$ cat config.mk
export PLATFORM = sky130hd
export DESIGN_NAME = ptc_tx_stamp_dev_flat
export DESIGN_NICKNAME = d
export VERILOG_FILES = /design/src/inc/ptc_pkg.sv /design/src/inc/ptc_reg_if.sv /design/src/verilog/ptc_tx_stamp_dev.sv /design/src/flat_wrapper.sv
export SDC_FILE = /design/constraint.sdc
export NUM_CORES = 2
export LEC_CHECK = 0
export BUFFER_PORTS_ARGS = -buffer_cell sky130_fd_sc_hd__clkbuf_2
export CORE_MARGIN = 2
export CORE_UTILIZATION = 45
export CTS_CLUSTER_DIAMETER = 40
export DETAILED_ROUTE_END_ITERATION = 10
export SYNTH_ARGS = -nofsm -noshare
export SYNTH_HDL_FRONTEND = slang
export SYNTH_SLANG_ARGS = --single-unit
export TNS_END_PERCENT = 30
$ cat constraint.sdc
create_clock -name pclk -period 3.5 [get_ports pclk]
set_clock_uncertainty 0.1 [all_clocks]
set_input_delay 0.175 -clock pclk [delete_from_list [all_inputs] [get_ports pclk]]
set_output_delay 0.175 -clock pclk [all_outputs]
set_load 0.1 [all_outputs]
$ cat src/inc/ptc_pkg.sv
// Overview of operation
// - Zero UDP checksum when clear bit and insertion
// - Host keeps clear bit fixed while enabled
// - Four buffered captures per port
// - Three-bit count; data valid when nonzero
// - Seconds 32 bits; nanoseconds 30 bits; Delay_Req seconds kept as bits 3:0 only
// - Header bits 31:20 hold identity CRC
// - Kind 19:16, sequence 15:0, reset zero
// - Header buffered in step with times
// - Keep last Delay_Req egress time per port
// - Feed that time into later Delay_Resp
// - Port registers decode only in bank 2
// - Two-bit port select picks the instance
// - Add turnaround time to Pdelay_Resp correction
package ptc_pkg;
	// ----------------------------------------
	// Device register map
	// ----------------------------------------
	localparam logic [8:0] OFF_CHK_CLR = 9'h168;
	localparam logic [8:0] OFF_EG_SEC = 9'h16c;
	localparam logic [8:0] OFF_EG_NS = 9'h170;
	localparam logic [8:0] OFF_HDR = 9'h174;
	localparam logic [8:0] OFF_DREQ_SEC = 9'h178;
	localparam logic [8:0] OFF_DREQ_NS = 9'h17c;
	localparam logic [8:0] OFF_TX_CNT = 9'h184;
	localparam logic [2:0] BANK_PORT = 3'h2;
	localparam logic [31:0] RST_ZERO = 32'h0000_0000;
	localparam int HDR_CRC_LSB = 20;
	localparam int HDR_KIND_LSB = 16;
	localparam int CHK_CLR_BIT = 0;
	// ----------------------------------------
	// Message kinds and arithmetic
	// ----------------------------------------
	localparam logic [3:0] KIND_SYNC = 4'h0;
	localparam logic [3:0] KIND_DREQ = 4'h1;
	localparam logic [3:0] KIND_PDRESP = 4'h3;
	localparam logic [63:0] NS_PER_SEC = 64'h0000_0000_3b9a_ca00;
	localparam logic [11:0] CRC_POLY = 12'h80f;
	localparam int CF_FRAC_BITS = 16;
	// ----------------------------------------
	// Host controller APB map
	// ----------------------------------------
	localparam logic [11:0] HOFF_CMD = 12'h000;
	localparam logic [11:0] HOFF_WDATA = 12'h004;
	localparam logic [11:0] HOFF_RDATA = 12'h008;
	localparam logic [11:0] HOFF_STAT = 12'h00c;
	localparam logic [11:0] HOFF_CTRL = 12'h010;
	localparam logic [11:0] HOFF_IRQ_STS = 12'h014;
	localparam logic [11:0] HOFF_IRQ_MASK = 12'h018;
	localparam int CMD_ADDR_LSB = 0;
	localparam int CMD_WR_BIT = 12;
	localparam int CMD_BANK_LSB = 16;
	localparam int CMD_PORT_LSB = 20;
	localparam int IRQ_DONE = 0;
	localparam int IRQ_REFUSED = 1;
	localparam int IRQ_W = 2;
	typedef enum logic [1:0] {
		ST_IDLE = 2'b01,
		ST_WAIT = 2'b10
	} ptc_hstate_t;
endpackage

$ cat src/inc/ptc_reg_if.sv
`timescale 1ns/100ps
interface ptc_reg_if;
	logic req;
	logic wr;
	logic [8:0] addr;
	logic [2:0] bank;
	logic [1:0] port;
	logic [31:0] wdata;
	logic ts_enable;
	logic ack;
	logic [31:0] rdata;
	modport dev (
		input req, wr, addr, bank, port, wdata, ts_enable,
		output ack, rdata
	);
	modport host (
		output req, wr, addr, bank, port, wdata, ts_enable,
		input ack, rdata
	);
endinterface

$ cat src/verilog/ptc_tx_stamp_dev.sv
// Implementation choice: the APB register port.
`timescale 1ns/100ps
module ptc_tx_stamp_dev
	import ptc_pkg::*;
#(
	parameter int NPORT = 3,
	parameter int DEPTH = 4
) (
	// Clock and reset
	input wire logic pclk,
	input wire logic presetn,
	// Register port
	ptc_reg_if.dev rif,
	// Egress capture from the transmit path
	input wire logic cap_valid,
	input wire logic [1:0] cap_port,
	input wire logic [31:0] cap_sec,
	input wire logic [29:0] cap_ns,
	input wire logic [3:0] cap_kind,
	input wire logic [15:0] cap_seq,
	input wire logic [79:0] cap_src_id,
	// Frame modification request
	input wire logic mod_valid,
	input wire logic [1:0] mod_port,
	input wire logic [3:0] mod_kind,
	input wire logic turnaround_insert_en,
	input wire logic sync_egress_insert_en,
	input wire logic [63:0] mod_corr,
	input wire logic [31:0] mod_rx_sec,
	input wire logic [29:0] mod_rx_ns,
	input wire logic [31:0] mod_tx_sec,
	input wire logic [29:0] mod_tx_ns,
	// Frame modification result
	output logic mod_done,
	output logic [63:0] mod_corr_out,
	output logic udp_checksum_zero,
	// Delay_Resp egress time lookup
	input wire logic resp_valid,
	input wire logic [1:0] resp_port,
	output logic resp_done,
	output logic [3:0] resp_sec,
	output logic [29:0] resp_ns
);
	localparam int PW = $clog2(DEPTH);
	// ----------------------------------------
	// Helpers
	// ----------------------------------------
	function automatic logic [11:0] crc12(input logic [79:0] d);
		logic [11:0] c;
		c = 12'h000;
		for (int i = 79; i >= 0; i--) begin
			if (c[11] ^ d[i]) begin
				c = {c[10:0], 1'b0} ^ CRC_POLY;
			end else begin
				c = {c[10:0], 1'b0};
			end
		end
		return c;
	endfunction
	// ----------------------------------------
	// Register access decode
	// ----------------------------------------
	logic ack_q;
	logic [31:0] rdata_q;
	wire take = rif.req & ~ack_q;
	wire port_ok = {1'b0, rif.port} < 3'(NPORT);
	wire bank_ok = (rif.bank == BANK_PORT) & port_ok;
	wire hit_chk = bank_ok & (rif.addr == OFF_CHK_CLR);
	wire hit_sec = bank_ok & (rif.addr == OFF_EG_SEC);
	wire hit_ns = bank_ok & (rif.addr == OFF_EG_NS);
	wire hit_hdr = bank_ok & (rif.addr == OFF_HDR);
	wire hit_dsec = bank_ok & (rif.addr == OFF_DREQ_SEC);
	wire hit_dns = bank_ok & (rif.addr == OFF_DREQ_NS);
	wire hit_cnt = bank_ok & (rif.addr == OFF_TX_CNT);
	wire wr_chk = take & rif.wr & hit_chk;
	// Reading the header completes an entry and releases it
	wire rd_pop = take & ~rif.wr & hit_hdr;
	wire [11:0] cap_crc = crc12(cap_src_id);
	wire [31:0] cap_hdr = {cap_crc, cap_kind, cap_seq};
	// ----------------------------------------
	// Per-port state
	// ----------------------------------------
	logic [31:0] head_sec [NPORT];
	logic [29:0] head_ns [NPORT];
	logic [31:0] head_hdr [NPORT];
	logic [2:0] cnt_a [NPORT];
	logic [3:0] dsec_a [NPORT];
	logic [29:0] dns_a [NPORT];
	logic chk_a [NPORT];
	genvar p;
	generate
		for (p = 0; p < NPORT; p++) begin : g_port
			logic [31:0] sec_q [DEPTH];
			logic [29:0] ns_q [DEPTH];
			logic [31:0] hdr_q [DEPTH];
			logic [PW-1:0] wp_q;
			logic [PW-1:0] rp_q;
			logic [2:0] cnt_q;
			logic [2:0] cnt_d;
			logic [3:0] dsec_q;
			logic [29:0] dns_q;
			logic chk_q;
			wire mine = cap_valid & (cap_port == 2'(p));
			// Full buffer keeps older captures
			wire push = mine & (cnt_q < 3'(DEPTH));
			wire pop = rd_pop & (rif.port == 2'(p)) & (cnt_q != 3'h0);
			wire sel_rd = rif.port == 2'(p);
			assign cnt_d = cnt_q + {2'h0, push} - {2'h0, pop};
			assign head_sec[p] = sec_q[rp_q];
			assign head_ns[p] = ns_q[rp_q];
			assign head_hdr[p] = hdr_q[rp_q];
			assign cnt_a[p] = cnt_q;
			assign dsec_a[p] = dsec_q;
			assign dns_a[p] = dns_q;
			assign chk_a[p] = chk_q;
			always_ff @(posedge pclk or negedge presetn) begin
				if (!presetn) begin
					for (int e = 0; e < DEPTH; e++) begin
						sec_q[e] <= RST_ZERO;
						ns_q[e] <= 30'h0000_0000;
						hdr_q[e] <= RST_ZERO;
					end
					wp_q <= '0;
					rp_q <= '0;
					cnt_q <= 3'h0;
				end else begin
					if (push) begin
						// Time and header share one slot
						sec_q[wp_q] <= cap_sec;
						ns_q[wp_q] <= cap_ns;
						hdr_q[wp_q] <= cap_hdr;
						wp_q <= wp_q + 1'b1;
					end
					if (pop) begin
						rp_q <= rp_q + 1'b1;
					end
					cnt_q <= cnt_d;
				end
			end
			always_ff @(posedge pclk or negedge presetn) begin
				if (!presetn) begin
					dsec_q <= 4'h0;
					dns_q <= 30'h0000_0000;
					chk_q <= 1'b0;
				end else begin
					// Kept apart from the buffer, never dropped
					if (mine & (cap_kind == KIND_DREQ)) begin
						dsec_q <= cap_sec[3:0];
						dns_q <= cap_ns;
					end
					if (wr_chk & sel_rd) begin
						chk_q <= rif.wdata[CHK_CLR_BIT];
					end
				end
			end
		end
	endgenerate
	// ----------------------------------------
	// Read mux
	// ----------------------------------------
	wire [1:0] ps = port_ok ? rif.port : 2'h0;
	wire have = cnt_a[ps] != 3'h0;
	// Empty buffer reads zero so stale slots never leak
	wire [31:0] rd_word =
		hit_chk ? {31'h0, chk_a[ps]} :
		hit_sec & have ? head_sec[ps] :
		hit_ns & have ? {2'h0, head_ns[ps]} :
		hit_hdr & have ? head_hdr[ps] :
		hit_dsec ? {28'h0, dsec_a[ps]} :
		hit_dns ? {2'h0, dns_a[ps]} :
		hit_cnt ? {29'h0, cnt_a[ps]} : RST_ZERO;
	assign rif.ack = ack_q;
	assign rif.rdata = rdata_q;
	always_ff @(posedge pclk or negedge presetn) begin
		if (!presetn) begin
			ack_q <= 1'b0;
			rdata_q <= RST_ZERO;
		end else begin
			ack_q <= take;
			if (take) begin
				rdata_q <= rif.wr ? RST_ZERO : rd_word;
			end
		end
	end
	// ----------------------------------------
	// Frame modification
	// ----------------------------------------
	wire mp_ok = {1'b0, mod_port} < 3'(NPORT);
	wire [1:0] mp = mp_ok ? mod_port : 2'h0;
	wire ta_ins = turnaround_insert_en & (mod_kind == KIND_PDRESP);
	wire sy_ins = sync_egress_insert_en & (mod_kind == KIND_SYNC);
	wire [63:0] tx_tot = {32'h0, mod_tx_sec} * NS_PER_SEC + {34'h0, mod_tx_ns};
	wire [63:0] rx_tot = {32'h0, mod_rx_sec} * NS_PER_SEC + {34'h0, mod_rx_ns};
	// Correction field counts ns scaled by 2^16
	wire [63:0] ta_cf = (tx_tot - rx_tot) << CF_FRAC_BITS;
	always_ff @(posedge pclk or negedge presetn) begin
		if (!presetn) begin
			mod_done <= 1'b0;
			mod_corr_out <= 64'h0000_0000_0000_0000;
			udp_checksum_zero <= 1'b0;
		end else begin
			mod_done <= mod_valid;
			if (mod_valid) begin
				mod_corr_out <= ta_ins ? mod_corr + ta_cf : mod_corr;
				udp_checksum_zero <= mp_ok & chk_a[mp] & (ta_ins | sy_ins);
			end
		end
	end
	// ----------------------------------------
	// Delay_Resp time lookup
	// ----------------------------------------
	wire rp_ok = {1'b0, resp_port} < 3'(NPORT);
	wire [1:0] rq = rp_ok ? resp_port : 2'h0;
	always_ff @(posedge pclk or negedge presetn) begin
		if (!presetn) begin
			resp_done <= 1'b0;
			resp_sec <= 4'h0;
			resp_ns <= 30'h0000_0000;
		end else begin
			resp_done <= resp_valid;
			if (resp_valid) begin
				resp_sec <= rp_ok ? dsec_a[rq] : 4'h0;
				resp_ns <= rp_ok ? dns_a[rq] : 30'h0000_0000;
			end
		end
	end
endmodule

$ cat src/flat_wrapper.sv
// flat-port wrapper written by rule: the top's interface ports become plain ports
module ptc_tx_stamp_dev_flat import ptc_pkg::*;
#(
	parameter int NPORT = 3,
	parameter int DEPTH = 4
)
  (pclk, presetn, cap_valid, cap_port, cap_sec, cap_ns, cap_kind, cap_seq, cap_src_id, mod_valid, mod_port, mod_kind, turnaround_insert_en, sync_egress_insert_en, mod_corr, mod_rx_sec, mod_rx_ns, mod_tx_sec, mod_tx_ns, mod_done, mod_corr_out, udp_checksum_zero, resp_valid, resp_port, resp_done, resp_sec, resp_ns, rif_req, rif_wr, rif_addr, rif_bank, rif_port, rif_wdata, rif_ts_enable, rif_ack, rif_rdata);
  ptc_reg_if rif_i ();
  input wire logic pclk;
  input wire logic presetn;
  input wire logic cap_valid;
  input wire logic [1:0] cap_port;
  input wire logic [31:0] cap_sec;
  input wire logic [29:0] cap_ns;
  input wire logic [3:0] cap_kind;
  input wire logic [15:0] cap_seq;
  input wire logic [79:0] cap_src_id;
  input wire logic mod_valid;
  input wire logic [1:0] mod_port;
  input wire logic [3:0] mod_kind;
  input wire logic turnaround_insert_en;
  input wire logic sync_egress_insert_en;
  input wire logic [63:0] mod_corr;
  input wire logic [31:0] mod_rx_sec;
  input wire logic [29:0] mod_rx_ns;
  input wire logic [31:0] mod_tx_sec;
  input wire logic [29:0] mod_tx_ns;
  output logic mod_done;
  output logic [63:0] mod_corr_out;
  output logic udp_checksum_zero;
  input wire logic resp_valid;
  input wire logic [1:0] resp_port;
  output logic resp_done;
  output logic [3:0] resp_sec;
  output logic [29:0] resp_ns;
  input wire logic [$bits(rif_i.req)-1:0] rif_req;
  input wire logic [$bits(rif_i.wr)-1:0] rif_wr;
  input wire logic [$bits(rif_i.addr)-1:0] rif_addr;
  input wire logic [$bits(rif_i.bank)-1:0] rif_bank;
  input wire logic [$bits(rif_i.port)-1:0] rif_port;
  input wire logic [$bits(rif_i.wdata)-1:0] rif_wdata;
  input wire logic [$bits(rif_i.ts_enable)-1:0] rif_ts_enable;
  output wire logic [$bits(rif_i.ack)-1:0] rif_ack;
  output wire logic [$bits(rif_i.rdata)-1:0] rif_rdata;
  assign rif_i.req = rif_req;
  assign rif_i.wr = rif_wr;
  assign rif_i.addr = rif_addr;
  assign rif_i.bank = rif_bank;
  assign rif_i.port = rif_port;
  assign rif_i.wdata = rif_wdata;
  assign rif_i.ts_enable = rif_ts_enable;
  assign rif_ack = rif_i.ack;
  assign rif_rdata = rif_i.rdata;
  ptc_tx_stamp_dev #(.NPORT(NPORT), .DEPTH(DEPTH)) u_core (.pclk(pclk), .presetn(presetn), .rif(rif_i), .cap_valid(cap_valid), .cap_port(cap_port), .cap_sec(cap_sec), .cap_ns(cap_ns), .cap_kind(cap_kind), .cap_seq(cap_seq), .cap_src_id(cap_src_id), .mod_valid(mod_valid), .mod_port(mod_port), .mod_kind(mod_kind), .turnaround_insert_en(turnaround_insert_en), .sync_egress_insert_en(sync_egress_insert_en), .mod_corr(mod_corr), .mod_rx_sec(mod_rx_sec), .mod_rx_ns(mod_rx_ns), .mod_tx_sec(mod_tx_sec), .mod_tx_ns(mod_tx_ns), .mod_done(mod_done), .mod_corr_out(mod_corr_out), .udp_checksum_zero(udp_checksum_zero), .resp_valid(resp_valid), .resp_port(resp_port), .resp_done(resp_done), .resp_sec(resp_sec), .resp_ns(resp_ns));
endmodule
==> out/results.tsv <==
metric	value	unit
outcome	complete, but fails checks	
failing checks	setup timing	
Syn Std Cell Area	91600	sq um
Die Y	455	um
Core Rows	165	
fin crit period	9420	ps
TritonCTS clock tree	built	
CTS Buffer Depth	3	
core area	202000	sq um
Seq/Total Area, Yosys	0.379	
area fraction in compound gates after synthesis	0.0630	
post-synthesis xor/xnor area fraction	0.0391	
Synth area leaders	dfrtp_1 38%, mux2_2 15%, fa_1 12%	
Critical Path End Type	flip-flop	
WL final	287000	um
depth of the worst hold-timing path	3	
final setup vio count	37	
worst hold path endpoint	u_core.udp_checksum_zero$_DFFE_PN0P_	
crit share post-route	2.69	
Layout area overhead	25.4	%
clk sinks	1388	
Synth Warn #	0	
main combinational cell family by area after synthesis	multiplexers	
Final Hold Viols	0	
critical path class	in2reg	
Max Slew Vio Count	0	
mux cell area share after synthesis	0.231	
Ports	550	
distinct cell type count of the synthesized netlist	74	
reg2reg setup slack	130	ps
initial DRC count	4315	
Initial Util	0.453	
grt ovf	0	
area of the die	207000	sq um
drt pass-1 iters	8	
RSZ-0062 raised after global routing	yes	
Hold Path Class	in2reg	
FMAX	0.106	GHz
worst slack, placed	-6840	ps
initial antenna violation count	47	
GR Util All Layers	0.278	
largest net degree at the start of global routing	142	
reg2reg path depth	13	
CP max FO	4	
critical path's largest stage delay	620	ps
ys flop type	dfrtp_1	
cts bufs inserted	159	
net count after synthesis	9007	
Die Wd	455	um
Cells after Synth	7499	
max_cap viols	0	
Worst R2R Start	u_core.g_port[0].cnt_q[0]$_DFF_PN0_	
vias in the first global route	68100	
Synth top area share	0.379	
slew at the pin closest to its max-slew limit	1190	ps
R2R Path End	u_core.rif.rdata[0]$_DFFE_PN0P_	
worst-skew pair later-pin latency	820	ps
CP arrival	10010	ps
worst hold slack	65.4	ps
layout cells sized above 1	0.398	
Hold Path Origin	mod_port[0]	
Slew headroom	0.204	
first-pass GRT wire length	430000	um
Adder-Cell Fraction of Synth Area	0.195	
Synth async-reset ratio	1.00	
DRC viols	0	
routability congestion estimate	0.934	
Post-DP HPWL	212000	um
Simple-Gate Fraction of Synth Area	0.0375	
WL per Instance	24.2	um
vias	65200	
crit start category	input pin	
Req. time, crit path	4090	ps
Crit-path slowest cell	fa_2	
fin nets	10600	
Mapped Avg Cell Area	12.2	sq um
antenna-violating nets left	0	
leading area contributor after synthesis	dfrtp_1	
port bufs	517	
final worst slack	-5920	ps
vias per cell	5.49	
Seq cells post-synth	1388	
CTS clk-pin slew, worst paths	60	ps
H-tree depth	4	
Post-synth EDFFs	0	
Root Driver	clkbuf_16	
critical path: cells and delay by family:
kind	cells	cell delay [ps]
compound gates	16	2900
xor+xnor	2	250
fa+ha+maj	12	4730
buf+inv	4	350
simple gates	8	1620
what timing repair did:
item | CTS | global route
hold buffers | 197 | 1
endpoints found under the setup margin | 39 | 41
resized for setup | 179 | 77
pin swaps | 83 | 46
buffers inserted | 20 | 14
hold endpoints to repair | 2364 | 1
layer usage:
layer,wire (um),GRT usage
met1,126000,0.383
met2,135000,0.444
met4,10000,0.0924
met3,16600,0.0507
met5,196,0
cells in the mapped netlist, types with 21 or more instances:
library cell / n
dfrtp_1: 1388
mux2_2: 1198
inv_1: 920
fa_1: 554
ha_1: 538
clkbuf_1: 366
a21oi_1: 339
mux4_2: 282
xnor2_1: 258
nor2_1: 252
nand2_1: 227
o21ai_0: 186
mux2i_1: 134
a211oi_1: 113
nor2b_1: 102
xor2_1: 100
a21o_1: 68
buf_1: 50
nand3_1: 42
o22ai_1: 34
o21a_1: 27
nor3_1: 26
o21bai_1: 22
nand2b_1: 21
registers in the layout (all words and copies together), names as in the netlist, 3 cells and up:
name,count
u_core.g_port.dsec_q,12
u_core.g_port.ns_q,360
u_core.g_port.sec_q,384
u_core.rif.rdata,32
u_core.resp_sec,4
u_core.g_port.dns_q,90
u_core.g_port.chk_q,3
u_core.g_port.hdr_q,384
u_core.resp_ns,30
u_core.mod_corr_out,64
u_core.g_port.wp_q,6
u_core.g_port.cnt_q,9
u_core.g_port.rp_q,6
cells by family (layout without fill, tap and decap cells):
group	count (synthesis)	in the layout
other cells	0	15
compound gates	938	938
mux	1614	1614
flops	1388	1388
simple gates	746	746
xor+xnor	382	382
fa+ha+maj	1092	1092
buf+inv	1339	3027
placed cells by master (no fill, tap or decap), types with 19 or more instances in the layout:
master,count
a211oi_1,112
a21o_1,68
a21oi_1,291
a21oi_2,43
buf_12,70
buf_4,1017
bufinv_16,24
clkbuf_1,23
clkbuf_16,162
clkbuf_2,495
clkbuf_8,29
dfrtp_1,1382
dlygate4sd3_1,197
fa_1,542
ha_1,474
ha_4,51
inv_1,908
mux2_2,1198
mux2i_1,134
mux4_2,282
nand2_1,211
nand2b_1,19
nand3_1,39
nor2_1,240
nor2b_1,98
nor3_1,20
o21a_1,27
o21ai_0,157
o21ai_1,29
o21bai_1,20
o22ai_1,33
xnor2_1,239
xnor2_2,31
xor2_1,93
worst max-delay path by stage:
stage / startpoint / cells past startpoint / endpoint / slack (ps)
after floorplan: mod_tx_sec[6] / 46 / u_core.mod_corr_out[63]$_DFFE_PN0P_ / -5840
after global placement: mod_rx_sec[6] / 45 / u_core.mod_corr_out[63]$_DFFE_PN0P_ / -6720
after detailed placement: mod_rx_sec[6] / 45 / u_core.mod_corr_out[63]$_DFFE_PN0P_ / -6840
after CTS: mod_rx_sec[11] / 45 / u_core.mod_corr_out[63]$_DFFE_PN0P_ / -5730
after global routing: mod_rx_sec[11] / 45 / u_core.mod_corr_out[63]$_DFFE_PN0P_ / -6210
final: mod_rx_sec[1] / 42 / u_core.mod_corr_out[63]$_DFFE_PN0P_ / -5920
layout make-up:
cell class | instances | area, sq um
Sequential cell | 1388 | 34800
Clock buffer | 206 | 4410
Antenna cell | 15 | 37.5
Fill cell | 16900 | 87300
Multi-Input combinational cell | 4772 | 53500
Inverter | 921 | 3460
Clock inverter | 91 | 1390
Tap cell | 2672 | 3340
Timing Repair Buffer | 1809 | 13900
stage by stage:
stage               cell area (sq um)  utilization  TNS (ps)  instances
CTS                            114000        0.565   -141420      11800
floorplan                       92000            -   -138730       7499
finish                         115000        0.568   -144020      11900
global route                   115000        0.568   -155800      11900
detailed placement             105000        0.522   -198910      11300
global placement               105000        0.522   -193930      11300
Power is left out: the tool's default activity adds up to more than one toggle a clock period on the data nets, which glitch-free logic cannot reach.
